**config.mk**
```make
export PLATFORM = sky130hd
export DESIGN_NAME = servo_command_decoder
export DESIGN_NICKNAME = d
export VERILOG_FILES = /design/src/logic/servo_cmd_pkg.sv /design/src/logic/servo_command_decoder.sv
export SDC_FILE = /design/constraint.sdc
export NUM_CORES = 1
export LEC_CHECK = 0
export ABC_CLOCK_PERIOD_IN_PS = 4200
export BUFFER_PORTS_ARGS = -buffer_cell sky130_fd_sc_hd__buf_2
export CAP_MARGIN = 15
export CORE_UTILIZATION = 30
export DETAILED_ROUTE_END_ITERATION = 10
export PLACE_DENSITY = 0.58
export SLEW_MARGIN = 20
export SYNTH_ARGS = -nofsm -noshare
export SYNTH_HDL_FRONTEND = slang
export SYNTH_SLANG_ARGS = --single-unit
```
**constraint.sdc**
```tcl
create_clock -name aclk -period 4.2 [get_ports aclk]
set_input_delay 0.21 -clock aclk [delete_from_list [all_inputs] [get_ports aclk]]
set_output_delay 0.21 -clock aclk [all_outputs]
set_load 0.01 [all_outputs]
```
**src/logic/servo_cmd_pkg.sv**
```systemverilog
// Package for the servo command decoder: register map, field positions,
// reset values and timing constants.
// Assumes a 10 MHz system clock and a 32-bit AXI4-Lite register bus.
package servo_cmd_pkg;

   // ----------------------------------------------------------------
   // Register indices (printed offsets) and byte addresses
   // ----------------------------------------------------------------
   localparam logic [7:0] IDX_CMD = 8'h1e;
   localparam logic [7:0] IDX_ACCEL = 8'h22;
   localparam logic [7:0] IDX_DECEL = 8'h23;
   localparam logic [7:0] IDX_STATUS = 8'h40;
   localparam logic [7:0] IDX_OFFSET = 8'h41;
   localparam logic [7:0] IDX_CONFIG = 8'h42;
   localparam logic [7:0] IDX_PRI_MODE = 8'h43;
   localparam logic [7:0] IDX_SEC_MODE = 8'h44;
   localparam logic [9:0] ADDR_CMD = {IDX_CMD, 2'b00};
   localparam logic [9:0] ADDR_ACCEL = {IDX_ACCEL, 2'b00};
   localparam logic [9:0] ADDR_DECEL = {IDX_DECEL, 2'b00};
   localparam logic [9:0] ADDR_STATUS = {IDX_STATUS, 2'b00};
   localparam logic [9:0] ADDR_OFFSET = {IDX_OFFSET, 2'b00};
   localparam logic [9:0] ADDR_CONFIG = {IDX_CONFIG, 2'b00};
   localparam logic [9:0] ADDR_PRI_MODE = {IDX_PRI_MODE, 2'b00};
   localparam logic [9:0] ADDR_SEC_MODE = {IDX_SEC_MODE, 2'b00};

   // ----------------------------------------------------------------
   // Command word bit positions
   // ----------------------------------------------------------------
   localparam int B_SERVO_ON = 0;
   localparam int B_PROFILE = 1;
   localparam int B_DEV_CLR = 2;
   localparam int B_ALM_CLR = 3;
   localparam int B_HARD_STOP = 4;
   localparam int B_SMOOTH_STOP = 5;
   localparam int B_RAMP_EN = 7;
   localparam int B_ZERO_CAL = 8;
   localparam int B_MODE2 = 9;
   localparam int B_LIMIT2 = 10;
   // Bits that store; bit 6 and bits 11..15 read as zero
   localparam logic [15:0] CMD_MASK = 16'h07bf;

   // ----------------------------------------------------------------
   // Reset values
   // ----------------------------------------------------------------
   localparam logic [15:0] RST_CMD = 16'h0000;
   localparam logic [15:0] RST_ACCEL = 16'h03e8;
   localparam logic [15:0] RST_DECEL = 16'h03e8;
   localparam logic [15:0] RST_OFFSET = 16'h0000;
   localparam logic [7:0] RST_IO_FUNC = 8'h00;
   localparam logic [7:0] IO_FUNC_MODE_SW = 8'h10;
   localparam logic [7:0] RST_PRI_MODE = 8'h00;
   localparam logic [7:0] RST_SEC_MODE = 8'h00;

   // ----------------------------------------------------------------
   // Timing
   // ----------------------------------------------------------------
   localparam longint CLK_HZ = 10000000;
   localparam longint CAL_TIME_MS = 100;
   localparam longint CAL_CYCLES = CLK_HZ * CAL_TIME_MS / 1000;

   // AXI responses
   localparam logic [1:0] RESP_OKAY = 2'b00;
   localparam logic [1:0] RESP_SLVERR = 2'b10;

endpackage

```
**src/logic/servo_command_decoder.sv**
```systemverilog
// Servo command decoder: holds the servo command word and ramp rates,
// decodes the word into control levels for the motor loops.
// Assumes one 10 MHz clock, an AXI4-Lite master, and a motor core that
// acts on the decoded levels and returns alarm and motion status.
// Function
// - Bit 0 energizes servo, holds shaft.
// - I/O servo-enable input also enables servo.
// - Bit 1 runs profile position control.
// - Bit 2 clears position error.
// - Deviation clear only in pulse mode; holds.
// - Deviation clear bit persists until written zero.
// - Bit 3 write-one clears active alarm.
// - Bit 4 forces zero speed immediately.
// - Hard stop blocks motion in all modes.
// - Bit 5 ramps down at decel rate.
// - Smooth stop blocks motion in all modes.
// - Bit 7 enables ramps in speed mode.
// - Ramps always on homing and smooth stop.
// - Bit 8 averages analog input 0.1 s.
// - Bit 9 selects first or second mode.
// - Mode switch keeps servo enable.
// - Bit 10 selects current limit pair.
// - I/O configured 0x10 switches control mode.
`timescale 1ns/100ps
`default_nettype none

module servo_command_decoder
   import servo_cmd_pkg::*;
#(
   parameter longint CAL_CYC = CAL_CYCLES,
   parameter int CAL_SHIFT = 20
) (
   // Clock and reset
   input wire logic aclk,
   input wire logic aresetn,
   // AXI4-Lite write address
   input wire logic [31:0] s_axi_awaddr,
   input wire logic s_axi_awvalid,
   output logic s_axi_awready,
   // AXI4-Lite write data
   input wire logic [31:0] s_axi_wdata,
   input wire logic [3:0] s_axi_wstrb,
   input wire logic s_axi_wvalid,
   output logic s_axi_wready,
   // AXI4-Lite write response
   output logic [1:0] s_axi_bresp,
   output logic s_axi_bvalid,
   input wire logic s_axi_bready,
   // AXI4-Lite read address
   input wire logic [31:0] s_axi_araddr,
   input wire logic s_axi_arvalid,
   output logic s_axi_arready,
   // AXI4-Lite read data
   output logic [31:0] s_axi_rdata,
   output logic [1:0] s_axi_rresp,
   output logic s_axi_rvalid,
   input wire logic s_axi_rready,
   // Connector pins
   input wire logic servo_on_pin,
   input wire logic mode_sw_pin,
   // Motor core feedback (same clock)
   input wire logic pulse_input_mode,
   input wire logic speed_mode,
   input wire logic homing_mode,
   input wire logic alarm_active,
   input wire logic [15:0] analog_sample,
   input wire logic analog_sample_valid,
   // Decoded controls
   output logic servo_enable,
   output logic profile_run,
   output logic deviation_clear,
   output logic hold_position,
   output logic alarm_clear,
   output logic zero_speed,
   output logic smooth_stop,
   output logic motion_inhibit,
   output logic ramp_enable,
   output logic [15:0] accel_out,
   output logic [15:0] decel_out,
   output logic [15:0] analog_offset_param,
   output logic cal_busy,
   output logic mode_second,
   output logic [7:0] active_mode_param,
   output logic limit_second
);

   // ----------------------------------------------------------------
   // Registers
   // ----------------------------------------------------------------
   logic [15:0] cmd_r;
   logic [15:0] accel_r;
   logic [15:0] decel_r;
   logic [15:0] offset_r;
   logic [7:0] io_func_r;
   logic [7:0] pri_mode_r;
   logic [7:0] sec_mode_r;
   logic servo_meta_r, servo_sync_r;
   logic mode_meta_r, mode_sync_r;
   logic alarm_clr_r;
   logic aw_hold_r, w_hold_r;
   logic [9:0] awaddr_r;
   logic [31:0] wdata_r;
   logic [3:0] wstrb_r;
   logic [15:0] dec_word;
   logic do_write;
   logic [31:0] cal_cnt_r;
   logic [39:0] cal_sum_r;
   logic [39:0] cal_sum_nxt;
   logic cal_run_r;
   logic cal_req;

   // Merge one 16-bit register with byte strobes
   function automatic logic [15:0] merge16(input logic [15:0] old,
                                           input logic [31:0] d,
                                           input logic [3:0] s);
      merge16 = {s[1] ? d[15:8] : old[15:8], s[0] ? d[7:0] : old[7:0]};
   endfunction

   // Address decoder: one when the byte address is mapped
   function automatic logic mapped(input logic [9:0] a);
      mapped = (a == ADDR_CMD) || (a == ADDR_ACCEL) || (a == ADDR_DECEL) ||
               (a == ADDR_STATUS) || (a == ADDR_OFFSET) ||
               (a == ADDR_CONFIG) || (a == ADDR_PRI_MODE) ||
               (a == ADDR_SEC_MODE);
   endfunction

   // ----------------------------------------------------------------
   // Pin synchronisers
   // ----------------------------------------------------------------
   always_ff @(posedge aclk) begin
      if (!aresetn) begin
         servo_meta_r <= 1'b0;
         servo_sync_r <= 1'b0;
         mode_meta_r <= 1'b0;
         mode_sync_r <= 1'b0;
      end else begin
         servo_meta_r <= servo_on_pin;
         servo_sync_r <= servo_meta_r;
         mode_meta_r <= mode_sw_pin;
         mode_sync_r <= mode_meta_r;
      end
   end

   // ----------------------------------------------------------------
   // Write channel: address and data captured in either order
   // ----------------------------------------------------------------
   assign s_axi_awready = !aw_hold_r && !s_axi_bvalid;
   assign s_axi_wready = !w_hold_r && !s_axi_bvalid;
   assign do_write = aw_hold_r && w_hold_r;

   always_ff @(posedge aclk) begin
      if (!aresetn) begin
         aw_hold_r <= 1'b0;
         w_hold_r <= 1'b0;
         awaddr_r <= 10'h000;
         wdata_r <= 32'h00000000;
         wstrb_r <= 4'h0;
         s_axi_bvalid <= 1'b0;
         s_axi_bresp <= RESP_OKAY;
      end else begin
         if (s_axi_awvalid && s_axi_awready) begin
            aw_hold_r <= 1'b1;
            awaddr_r <= {s_axi_awaddr[9:2], 2'b00};
         end
         if (s_axi_wvalid && s_axi_wready) begin
            w_hold_r <= 1'b1;
            wdata_r <= s_axi_wdata;
            wstrb_r <= s_axi_wstrb;
         end
         if (do_write) begin
            aw_hold_r <= 1'b0;
            w_hold_r <= 1'b0;
            s_axi_bvalid <= 1'b1;
            s_axi_bresp <= mapped(awaddr_r) ? RESP_OKAY : RESP_SLVERR;
         end else if (s_axi_bvalid && s_axi_bready) begin
            s_axi_bvalid <= 1'b0;
         end
      end
   end

   // ----------------------------------------------------------------
   // Command word and parameter registers
   // ----------------------------------------------------------------
   assign dec_word = merge16(cmd_r, wdata_r, wstrb_r) & CMD_MASK;

   always_ff @(posedge aclk) begin
      if (!aresetn) begin
         cmd_r <= RST_CMD;
         accel_r <= RST_ACCEL;
         decel_r <= RST_DECEL;
         io_func_r <= RST_IO_FUNC;
         pri_mode_r <= RST_PRI_MODE;
         sec_mode_r <= RST_SEC_MODE;
      end else if (do_write) begin
         case (awaddr_r)
            // Every stored bit is a plain level kept until rewritten
            ADDR_CMD: cmd_r <= dec_word;
            ADDR_ACCEL: accel_r <= merge16(accel_r, wdata_r, wstrb_r);
            ADDR_DECEL: decel_r <= merge16(decel_r, wdata_r, wstrb_r);
            ADDR_CONFIG: begin
               if (wstrb_r[0]) io_func_r <= wdata_r[7:0];
            end
            ADDR_PRI_MODE: begin
               if (wstrb_r[0]) pri_mode_r <= wdata_r[7:0];
            end
            ADDR_SEC_MODE: begin
               if (wstrb_r[0]) sec_mode_r <= wdata_r[7:0];
            end
            default: ;
         endcase
      end
   end

   // Alarm clear pulse on each write of one to the alarm clear bit while alarm_active is high
   always_ff @(posedge aclk) begin
      if (!aresetn) begin
         alarm_clr_r <= 1'b0;
      end else begin
         alarm_clr_r <= do_write && (awaddr_r == ADDR_CMD) &&
                        dec_word[B_ALM_CLR] && alarm_active;
      end
   end


   // ----------------------------------------------------------------
   // Read channel: one outstanding read, data from flip-flops
   // ----------------------------------------------------------------
   assign s_axi_arready = !s_axi_rvalid;

   always_ff @(posedge aclk) begin
      if (!aresetn) begin
         s_axi_rvalid <= 1'b0;
         s_axi_rdata <= 32'h00000000;
         s_axi_rresp <= RESP_OKAY;
      end else if (s_axi_arvalid && s_axi_arready) begin
         s_axi_rvalid <= 1'b1;
         s_axi_rresp <= mapped({s_axi_araddr[9:2], 2'b00}) ?
                        RESP_OKAY : RESP_SLVERR;
         case ({s_axi_araddr[9:2], 2'b00})
            ADDR_CMD: s_axi_rdata <= {16'h0000, cmd_r};
            ADDR_ACCEL: s_axi_rdata <= {16'h0000, accel_r};
            ADDR_DECEL: s_axi_rdata <= {16'h0000, decel_r};
            ADDR_STATUS: s_axi_rdata <= {24'h000000, 1'b0, cal_run_r,
                                         alarm_active, mode_second,
                                         limit_second, motion_inhibit,
                                         servo_enable, profile_run};
            ADDR_OFFSET: s_axi_rdata <= {16'h0000, offset_r};
            ADDR_CONFIG: s_axi_rdata <= {24'h000000, io_func_r};
            ADDR_PRI_MODE: s_axi_rdata <= {24'h000000, pri_mode_r};
            ADDR_SEC_MODE: s_axi_rdata <= {24'h000000, sec_mode_r};
            default: s_axi_rdata <= 32'h00000000;
         endcase
      end else if (s_axi_rvalid && s_axi_rready) begin
         s_axi_rvalid <= 1'b0;
      end
   end

   // ----------------------------------------------------------------
   // Analog zero-offset calibration
   // ----------------------------------------------------------------
   // Starts on a write that raises bit 8; input must be at zero level
   assign cal_req = do_write && (awaddr_r == ADDR_CMD) &&
                    dec_word[B_ZERO_CAL] && !cmd_r[B_ZERO_CAL];

   // Running sum with the current sample; 40 bits hold 2**20 full samples
   assign cal_sum_nxt = cal_sum_r + (analog_sample_valid ?
                        {{24{analog_sample[15]}}, analog_sample} : 40'h0);

   always_ff @(posedge aclk) begin
      if (!aresetn) begin
         cal_run_r <= 1'b0;
         cal_cnt_r <= 32'h00000000;
         cal_sum_r <= '0;
         offset_r <= RST_OFFSET;
      end else if (cal_req && !cal_run_r) begin
         cal_run_r <= 1'b1;
         cal_cnt_r <= 32'h00000000;
         cal_sum_r <= '0;
      end else if (cal_run_r) begin
         // Averaging sum of signed samples over the window
         cal_sum_r <= cal_sum_nxt;
         if (cal_cnt_r == 32'(CAL_CYC - 1)) begin
            cal_run_r <= 1'b0;
            // Mean includes the last sample; signed shift keeps the sign
            // Caller sizes CAL_SHIFT to the sample count
            offset_r <= 16'($signed(cal_sum_nxt) >>> CAL_SHIFT);
         end else begin
            cal_cnt_r <= cal_cnt_r + 32'h00000001;
         end
      end
   end

   // ----------------------------------------------------------------
   // Decoded control outputs
   // ----------------------------------------------------------------
   always_ff @(posedge aclk) begin
      if (!aresetn) begin
         servo_enable <= 1'b0;
         profile_run <= 1'b0;
         deviation_clear <= 1'b0;
         hold_position <= 1'b0;
         alarm_clear <= 1'b0;
         zero_speed <= 1'b0;
         smooth_stop <= 1'b0;
         motion_inhibit <= 1'b0;
         ramp_enable <= 1'b0;
         mode_second <= 1'b0;
         limit_second <= 1'b0;
         active_mode_param <= RST_PRI_MODE;
      end else begin
         // Servo on from word or pin; unaffected by mode select
         servo_enable <= cmd_r[B_SERVO_ON] || servo_sync_r;
         profile_run <= cmd_r[B_PROFILE] && !cmd_r[B_HARD_STOP] &&
                        !cmd_r[B_SMOOTH_STOP];
         deviation_clear <= cmd_r[B_DEV_CLR] && pulse_input_mode;
         hold_position <= cmd_r[B_DEV_CLR] && pulse_input_mode;
         alarm_clear <= alarm_clr_r;
         zero_speed <= cmd_r[B_HARD_STOP];
         smooth_stop <= cmd_r[B_SMOOTH_STOP];
         motion_inhibit <= cmd_r[B_HARD_STOP] ||
                           cmd_r[B_SMOOTH_STOP];
         ramp_enable <= (cmd_r[B_RAMP_EN] && speed_mode) ||
                        homing_mode || cmd_r[B_SMOOTH_STOP];
         mode_second <= (io_func_r == IO_FUNC_MODE_SW) ?
                        mode_sync_r : cmd_r[B_MODE2];
         active_mode_param <= ((io_func_r == IO_FUNC_MODE_SW) ?
                               mode_sync_r : cmd_r[B_MODE2]) ?
                              sec_mode_r : pri_mode_r;
         limit_second <= cmd_r[B_LIMIT2];
      end
   end

   // Ramp rates; smooth stop decelerates at decel_out
   assign accel_out = accel_r;
   assign decel_out = decel_r;
   assign analog_offset_param = offset_r;
   assign cal_busy = cal_run_r;

endmodule // servo_command_decoder

`default_nettype wire

```
==> run metrics, run 1 <==
CP Class=reg2reg; internal power=3.764 mW; largest net degree at the start of global routing=103; Die ar.=37770 sq um; ys async rst share=0; Final Hold Vio Count=0; post-DP HPWL=23.88 mm; Die X=194.4 um; Root Driver=clkbuf_16; Inst Count DP=1869; area grow syn2layout=22.07%; Post-synth EDFFs=0; synth unique cells=80; Reg power frac=0.439; # Post-CTS Setup Buffers=0; skew final=0.01154 ns; most common cell after layout, fill and taps aside=dfxtp_1; total CTS buffers=27; Ys Warns=0; vias in the first global route=9583; Detailed Route Iter0 Violations=559; Fill cells=3742; WL final=33.69 mm; Cell Rows=70; Worst EP arrival=3.74 ns; GPL Wtd Cong=0.8777; Worst Setup Start Kind=register; Die Ht=194.4 um; Pwr Density=365.7 nW/um^2; Hold Crit Class=in2reg; Net Sw Power=1.191 mW; setup tns final=0 ns; Slew Viols, Final=0; required time of the worst setup path=4.66 ns; Top FF cell, synth=dfxtp_1; DRT Pass-1 Iters=5; Leak=5.865 nW; max cap viols=0; vias per cell=5.171; Detail Route Antenna Nets=0; Slew headroom=0.2718; crit path capture type=register; Least-Margin Pin Slew=1.088 ns; post-route DRC violation count=0; most frequent cells in the layout=dfxtp_1 (221), nor2_1 (164), buf_2 (154), nand2_1 (145), mux2i_1 (113); Final #Nets=1612; synthesized area=11100 sq um; Worst-path clk slew=0.06 ns; area of the multi-input gates=6213 sq um; Clk pwr share=0.494; number of I/O port buffers=154; post-DR wirelength/cell=17.25 um; Avg Cell Area, Syn=8.525 sq um; Reg area=4446 sq um; Initial Util=0.3039; RSZ-0062 raised after global routing=no; Final min period=3.287 ns; Yosys reg bits=222; Post-Syn Instances=1302; CP max FO=3; Comb power frac=0.067; gr ovfl total=0; first-pass GRT wire length=52.79 mm; Worst-Skew Late Latency=0.56 ns; Final period util=0.7825; initial antenna violation count=0; H-tree Lvls=1; GRT Util Overall=0.1731; via count=10100; non-filler cells, final=1953; final setup fails=0; CORE AREA=36520 sq um; Sw Ratio=0.2404; CTS tree=yes; peak supply drop=273.9 uV; Clock Path Buffers=3; post-CTS sizing=0; total I/O pin count=239; outcome=finished clean; ratio of cells with drive above 1 in the final layout=0.1718; sequential area share after synthesis=0.4004; Clock Sinks=222; Peak Freq=304.3 MHz
==> layout make-up <==
cell class	instances	share of cell area
antenna	1	0.0001847
clock buffer	39	0.05836
clock inverter	9	0.01044
inverter	25	0.007018
multi-input combinational	980	0.4586
sequential	222	0.3281
tap	468	0.04322
timing repair buffer	209	0.09410
==> state kept, by name, indices dropped and copies added, names as in the netlist, 10 cells and up <==
register and count:
analog_offset_param 16, decel_out 16, cal_cnt_r 32, cal_sum_r 36, wdata_r 16, accel_out 16
cmd_r 10, s_axi_rdata 16
==> power groups by stage <==
stage	sequential, mW	clock (mW)	combinational (mW)
3_5_place_dp	2.22	0	0.304
2_1_floorplan	2.21	0	0.202
5_1_grt	2.18	2.62	0.365
6_report	2.18	2.45	0.333
3_3_place_gp	2.22	0	0.300
4_1_cts	2.17	2.50	0.332
==> worst max-delay path: stages (launching register included) <==
cell and delay (ns):
dfxtp_1 0.33, ha_1 0.19, inv_1 0.06, fa_1 0.37
nor2b_1 0.22, o2111ai_1 0.16, and2_1 0.21, o41ai_2 0.59
a41oi_2 0.32, xnor2_1 0.38, a211oi_1 0.13, a41o_1 0.22
==> stage by stage <==
step	worst slack, ns	power (mW)	utilization	hold WS, ns	area, sq um
2_1_floorplan	1.256	2.417	-	0.3090	11160
6_report	0.9135	4.955	0.3710	0.05825	13550
5_1_grt	0.6484	5.160	0.3709	0.07501	13550
3_3_place_gp	0.8792	2.520	0.3357	0.3988	12260
4_1_cts	0.9297	5.010	0.3708	0.04241	13540
3_5_place_dp	0.8178	2.525	0.3357	0.4045	12260
==> synthesized netlist by cell type, types with 4 or more instances <==
master    count  area (sq um)
xnor2_1      35         306.5
nand4_1      19         118.9
a21boi_0      4         30.03
o21a_1        6         45.04
a31oi_1       4         25.02
o211ai_1      9         67.56
or2_2         6         37.54
xor2_1       28         245.2
nor4b_1       5         43.79
mux2_2       10         112.6
nand4b_1      4         35.03
nor4_1        9         56.30
o22ai_1       7         43.79
o21ai_0      49         245.2
nor3b_1       4         30.03
and2_1       29         181.4
a21oi_1      75         375.4
or3_1        12         75.07
dfxtp_1     222          4444
clkbuf_1     65         244.0
nor3_1       21         105.1
and3_1       16         100.1
a21o_1        9         67.56
nor2_1      164         615.6
a22oi_1       6         45.04
or4_1         4         30.03
o41ai_1       5         43.79
nand2_1     145         544.3
mux2i_1     113          1131
a41o_1        6         60.06
buf_4        20         150.1
a211oi_1     16         120.1
ha_1         16         200.2
nand3_1      36         180.2
inv_1        24         90.09
nor2b_1       9         56.30
a31o_2        4         35.03
nand2b_1      7         43.79
a221oi_1     13         113.9
a32oi_1       4         35.03
==> per-layer routing <==
| layer | up-vias | global-route usage | routed length (um) |
|---|---|---|---|
| met5 | - | 0 | 0 |
| met4 | 0 | 0.05203 | 899 |
| met3 | 49 | 0.02533 | 1782 |
| met2 | 311 | 0.2879 | 15320 |
| met1 | 4825 | 0.2311 | 15690 |
| li1 | 4913 | - | - |
==> logic make-up (layout without fill, tap and decap cells) <==
kind of cell | count (synthesis) | after routing | synth area share
other | 1 | 19 | 0.0003379
muxes | 123 | 123 | 0.1121
buffers and inverters | 117 | 282 | 0.04734
and+or+nand+nor | 504 | 504 | 0.2152
adders and majority gates | 18 | 18 | 0.02074
DFF | 222 | 222 | 0.4004
xor gates and xnor gates | 64 | 64 | 0.05118
AOI/OAI and AO/OA | 253 | 253 | 0.1527
==> worst paths after layout <==
check               startpoint                       to  slack (ns)  depth (start not counted)
setup reg to reg  cal_sum_r[0]            cal_sum_r[26]        0.91                         11
hold / removal         aresetn  analog_offset_param[14]        0.06                          3
hold reg to reg   servo_meta_r             servo_sync_r        0.43                          1
setup / recovery  cal_sum_r[0]            cal_sum_r[26]        0.91                         11
==> repair_timing <==
| item | 4_1_cts | 5_1_grt |
|---|---|---|
| hold endpoints to repair | 33 | 0 |
| endpoints found under the setup margin | 0 | 0 |
| hold buffers | 35 | 0 |
(Power assumes the default switching activity.)
==> run 2, diff against run 1 <==
--- a/config.mk
+++ b/config.mk
@@ -5,12 +5,13 @@
 export SDC_FILE = /design/constraint.sdc
 export NUM_CORES = 1
 export LEC_CHECK = 0
-export ABC_CLOCK_PERIOD_IN_PS = 4200
+export ABC_AREA = 1
+export ABC_CLOCK_PERIOD_IN_PS = 2600
 export BUFFER_PORTS_ARGS = -buffer_cell sky130_fd_sc_hd__buf_2
 export CAP_MARGIN = 15
 export CORE_UTILIZATION = 30
 export DETAILED_ROUTE_END_ITERATION = 10
-export PLACE_DENSITY = 0.58
+export PLACE_DENSITY = 0.59
 export SLEW_MARGIN = 20
 export SYNTH_ARGS = -nofsm -noshare
 export SYNTH_HDL_FRONTEND = slang
==> constraint.sdc (replaced) <==
create_clock -name aclk -period 2.6 [get_ports aclk]
set_input_delay 0.13 -clock aclk [delete_from_list [all_inputs] [get_ports aclk]]
set_output_delay 0.13 -clock aclk [all_outputs]
set_load 0.01 [all_outputs]
==> run metrics, run 2 <==
outcome=finished clean; final setup fails=0 (unchanged); WHS=0.07516 ns (+0.01692 ns); Worst Path Buf+Inv=3 (+2); Die ar.=41920 sq um (+11%); Yosys top cell area share=0.3604 (-0.04002); Clock Sinks=222 (unchanged); CORE AREA=40100 sq um (+9.8%); ys async rst share=0 (unchanged); Peak Freq=427.5 MHz (+41%); Detailed Route Iter0 Violations=826 (+48%); RSZ-0062 raised after global routing=no; slowest stage delay, CP=0.46 ns (-0.13 ns); Root Driver=clkbuf_16; Yosys reg bits=222 (unchanged); Leak=7.016 nW (+20%); Hold Crit Class=in2reg; Ys Warns=0 (unchanged); initial antenna violation count=0 (unchanged); Clock Path Buffers=3 (unchanged); ratio of cells with drive above 1 in the final layout=0.1334 (-0.03841); via count=12750 (+26%); pre-CTS setup slack=0.1735 ns (-0.6443 ns); synth unique cells=44 (-45%); Final Hold Vio Count=0 (unchanged); Final min period=2.339 ns (-0.9476 ns); Worst EP arrival=2.80 ns (-0.94 ns); CP max FO=13 (+10); Detail Route Antenna Nets=0 (unchanged); Post-synth EDFFs=0 (unchanged); Least-Margin Pin Slew=0.7165 ns (-0.3718 ns); sequential area share after synthesis=0.3604 (-0.04002); Worst-path clk slew=0.07 ns (about the same); vias in the first global route=12100 (+26%); Die X=204.7 um (+5.3%); DRT Pass-1 Iters=5 (unchanged); GRT Util Overall=0.1911 (+0.01793); Avg Cell Area, Syn=6.416 sq um (-25%); Slew headroom=0.5212 (+0.2494); Fill cells=4309 (+15%); largest net degree at the start of global routing=56 (-46%); most common cell after layout, fill and taps aside=nand2_1; post-DR wirelength/cell=15.19 um (-12%); Pwr Density=520.0 nW/um^2 (+42%); peak supply drop=512.9 uV (+87%); critical path, cell by cell=nand2_1, inv_1, nand3_1, nor3_1, nand4_1, nor2_2, buf_4, nand3_1, nand2_1, inv_1; post-route DRC violation count=0 (unchanged); gr ovfl total=0 (unchanged); post-DP HPWL=31.00 mm (+30%); Post-Syn Instances=1922 (+48%); number of I/O port buffers=154 (unchanged); Slew Viols, Final=0 (unchanged); n_diodes=0 (-1); Synth area leader=dfxtp_1; Final #Nets=2262 (+40%); crit path capture type=register; GPL Wtd Cong=0.9175 (+4.5%); CTS tree=yes; first-pass GRT wire length=63.90 mm (+21%); Cell Rows=73 (+4.3%); # Post-CTS Setup Buffers=0 (unchanged); Initial Util=0.3075 (+0.003643); most numerous cell in the Yosys netlist=nand2_1; area grow syn2layout=21.75%; skew final=0.01453 ns (+0.002985 ns); synthesized area=12330 sq um (+11%); Reg with most FFs=cal_sum_r; WL final=40.42 mm (+20%); CP max-delay cell=dfxtp_1; biggest regs=cal_sum_r: 36 flops, cal_cnt_r: 32 flops; Final WS setup=0.2611 ns (-0.6524 ns); Final period util=0.8996 (+0.1171); Die Ht=204.7 um (+5.3%); H-tree Lvls=1 (unchanged); vias per cell=4.791 (-7.3%); CP Class=reg2reg; total I/O pin count=239 (unchanged); Worst Setup Start Kind=register; Worst-Skew Late Latency=0.56 ns (about the same); most frequent cells in the layout=nand2_1 (492), inv_1 (300), dfxtp_1 (222), a21oi_1 (180), nor2_1 (161); top post-synthesis cells by count=nand2_1 (493), inv_1 (301), dfxtp_1 (222); setup tns final=0 ns (unchanged); Crit path max-delay family=simple AND/OR/NAND/NOR gates; largest cells by area after synthesis=dfxtp_1 (36%), nand2_1 (15%), inv_1 (9.2%), a21oi_1 (7.3%), nor2_1 (4.9%); Top FF cell, synth=dfxtp_1; max cap viols=0 (unchanged); max FFs per register=36 (unchanged); required time of the worst setup path=3.06 ns (-1.60 ns); total CTS buffers=27 (unchanged)
[run 2: cell count changes in the layout (fill, tap and decap cells not counted), moves of 16 or more]
cell / previous run / this run
and3_1: 16 / 0
xnor2_1: 35 / 14
inv_1: 24 / 300
nand2_1: 145 / 492
a21oi_1: 75 / 180
mux2i_1: 113 / 0
buf_4: 19 / 35
o21ai_0: 49 / 117
and2_1: 29 / 0
nand3_1: 36 / 118
[run 2: worst paths after layout]
check                    from                endpoint  slack [ns]  depth (start not counted)
max             cal_cnt_r[18]  analog_offset_param[8]        0.26                         10
min          analog_sample[0]            cal_sum_r[0]        0.08                          6
max reg2reg     cal_cnt_r[18]  analog_offset_param[8]        0.26                         10
min reg2reg      servo_meta_r            servo_sync_r        0.43                          2
[run 2: final cells by class]
class                   instances  area, sq um  area share
clock buffers                  37        763.2     0.05083
clock inverters                13        122.6    0.008167
inverters                     318         1194     0.07950
multi-input cells            1313         6305      0.4199
flip-flops and latches        222         4444      0.2960
well taps                     525        656.9     0.04375
repair buffers                233         1529      0.1018
[run 2: where the power goes]
group	total (mW)	switching, mW	internal (mW)
Clock	3.74	1.57	2.17
Sequential	3.50	0.0421	3.45
Combinational	0.568	0.369	0.199
[run 2: logic make-up after synthesis]
group,count (synthesis),share of synthesized area
AOI/OAI and AO/OA,361,0.1580
xor gates and xnor gates,40,0.02902
adders and majority gates,17,0.01786
buffers and inverters,404,0.1339
DFF,222,0.3604
other,1,0.0003041
and+or+nand+nor,877,0.3005
[run 2: what timing repair did]
item	CTS	global route
hold buffers	40	0
endpoints found under the setup margin	0	15
hold endpoints to repair	44	0
resized for setup	0	3
[run 2: worst reg2reg max path, stage by stage, from the launching register on]
cell and delay, ns:
dfxtp_1 0.46, nand2_1 0.14, inv_1 0.11, nand3_1 0.13, nor3_1 0.32, nand4_1 0.25, nor2_2 0.27, buf_4 0.26
nand3_1 0.16, nand2_1 0.09, inv_1 0.04
[run 2: per-stage QoR]
step	instances	utilization	instance area, sq um	power, mW
after floorplan	1939	-	12400	3.900
after global placement	2571	0.3422	13720	4.081
after detailed placement	2571	0.3422	13720	4.086
after CTS	2661	0.3743	15010	7.901
after global routing	2661	0.3745	15010	8.109
final	2661	0.3745	15010	7.807
[run 2: metal layers]
| layer | vias to the layer above | global-route usage | share of wire |
|---|---|---|---|
| met2 | 376 | 0.3189 | 0.46 |
| met1 | 5810 | 0.2548 | 0.45 |
| li1 | 6504 | - | - |
| met4 | 0 | 0.04744 | 0.022 |
| met3 | 59 | 0.03023 | 0.061 |
| met5 | - | 0 | 0 |
==> run 3, diff against run 2 <==
--- a/config.mk
+++ b/config.mk
@@ -9,9 +9,12 @@
 export ABC_CLOCK_PERIOD_IN_PS = 2600
 export BUFFER_PORTS_ARGS = -buffer_cell sky130_fd_sc_hd__buf_2
 export CAP_MARGIN = 15
+export CELL_PAD_IN_SITES_DETAIL_PLACEMENT = 1
+export CELL_PAD_IN_SITES_GLOBAL_PLACEMENT = 1
+export CORE_ASPECT_RATIO = 1.1
 export CORE_UTILIZATION = 30
 export DETAILED_ROUTE_END_ITERATION = 10
-export PLACE_DENSITY = 0.59
+export PLACE_DENSITY = 0.76
 export SLEW_MARGIN = 20
 export SYNTH_ARGS = -nofsm -noshare
 export SYNTH_HDL_FRONTEND = slang
==> run metrics, run 3 (synthesis results as in run 2) <==
most common cell after layout, fill and taps aside=nand2_1; Worst Setup SP=awaddr_r[4]; Root Driver=clkbuf_16; DRT Pass-1 Iters=5 (unchanged); # Post-CTS Setup Buffers=0 (unchanged); post-route DRC violation count=0 (unchanged); pre-CTS setup slack=0.1368 ns (-0.03669 ns); Clock Path Buffers=3 (unchanged); Hold Crit Class=in2reg; number of I/O port buffers=154 (unchanged); Die ar.=41920 sq um (about the same); total power=7.799 mW (-0.10%); Slew Viols, Final=0 (unchanged); final core occ=0.3688 (-0.005699); CP Class=reg2reg; largest net degree at the start of global routing=97 (+73%); RSZ-0062 raised after global routing=no; total I/O pin count=239 (unchanged); post-DP HPWL=33.31 mm (+7.5%); Leak=6.960 nW (-0.81%); Detail Route Antenna Nets=0 (unchanged); crit path capture type=register; max FFs per register=36 (unchanged); Cell Rows=77 (+5.5%); Final period util=0.9070 (+0.007423); CORE AREA=40370 sq um (+0.67%); most frequent cells in the layout=nand2_1 (493), inv_1 (301), dfxtp_1 (221), a21oi_1 (180), nor2_1 (162); Inst Count DP=2555 (-0.62%); biggest regs=cal_sum_r: 36 flops, cal_cnt_r: 32 flops; vias per cell=5.002 (+4.4%); Final Hold Vio Count=0 (unchanged); final setup fails=0 (unchanged); Die X=195.3 um (-4.6%); skew final=0.03785 ns (+0.02332 ns); via count=13200 (+3.5%); Die Ht=214.6 um (+4.8%); Final min period=2.358 ns (+0.01930 ns); Peak Freq=424.0 MHz (-0.82%); WL final=44.53 mm (+10%); required time of the worst setup path=2.99 ns (-0.07 ns); Initial Util=0.3055 (-0.002059); Final WS setup=0.2418 ns (-0.01930 ns); Reg with most FFs=cal_sum_r; setup tns final=0 ns (unchanged); Clock Sinks=222 (unchanged); GPL Wtd Cong=0.9226 (+0.56%); vias in the first global route=13470 (+11%); n_diodes=0 (unchanged); peak supply drop=580.8 uV (+13%); post-DR wirelength/cell=16.87 um (+11%); Final #Nets=2253 (-0.40%); Worst-path clk slew=0.06 ns (about the same); non-filler cells, final=2639 (-0.83%); outcome=finished clean; area grow syn2layout=20.71%; Detailed Route Iter0 Violations=673 (-19%); max cap viols=0 (unchanged); CTS tree=yes; Worst EP arrival=2.75 ns (-0.05 ns); total CTS buffers=26 (-3.7%); first-pass GRT wire length=70.89 mm (+11%); Slew headroom=0.5185 (-0.002646); CP max FO=40 (+27); gr ovfl total=0 (unchanged); ratio of cells with drive above 1 in the final layout=0.1312 (-0.002195); hold path startpoint=analog_sample[0]; Worst-Skew Late Latency=0.58 ns (+0.02 ns); H-tree Lvls=1 (unchanged); Least-Margin Pin Slew=0.7205 ns (+0.003960 ns); worst r2r src=awaddr_r[4]; Pwr Density=523.9 nW/um^2 (+0.76%); initial antenna violation count=1 (+1); Worst Setup Start Kind=register; GRT Util Overall=0.2107 (+0.01964)
## run 3: final cells by class
cell class	instances	area, sq um
Fill cell	5274	25480
Multi-Input combinational cell	1313	6305
Sequential cell	222	4446
Timing Repair Buffer	225	1431
Inverter	318	1194
Clock buffer	33	716.9
Tap cell	513	641.9
Clock inverter	15	151.4
## run 3: through the flow
stage	hold WS (ns)	area (sq um)
finish	0.08052	14890
global route	0.1174	14890
CTS	0.05798	14880
detailed placement	0.3319	13650
global placement	0.3288	13650
floorplan	0.2276	12400
## run 3: timing repair
item                                    4_1_cts  5_1_grt
endpoints found under the setup margin        0       22
hold buffers                                 36        0
endpoints found under the hold margin        34        0
gates resized for setup                       0        1
## run 3: path summary, 6_finish.rpt
check             slack, ns  cells past startpoint           end
setup reg to reg       0.24                      8  cal_sum_r[8]
setup / recovery       0.24                      8  cal_sum_r[8]
hold reg to reg        0.42                      2  servo_sync_r
hold / removal         0.08                      6  cal_sum_r[0]
## run 3: worst max-delay path, stage by stage, from the launching register on
cell	delay [ns]
dfxtp_1	0.34
inv_1	0.10
nor4_2	0.38
nand3_1	0.21
a21oi_1	0.26
nand3_1	0.23
nand2_4	0.28
buf_12	0.25
a211oi_1	0.08
## run 3: metal layers
metal,part of all wire,track usage,wire length [um],vias to the layer above
met5,0,0,0,-
met4,0.047,0.1031,2080,0
met3,0.046,0.03287,2065,119
met2,0.49,0.3662,21660,304
met1,0.42,0.2513,18720,6317
li1,-,-,-,6459
## run 3: power breakdown
part	total, mW	leakage [nW]	internal [mW]	switching [mW]
Combinational	0.566	4.74	0.189	0.377
Sequential	3.50	1.80	3.45	0.0431
Clock	3.74	0.424	2.16	1.58
Total	7.80	6.96	5.80	2.00
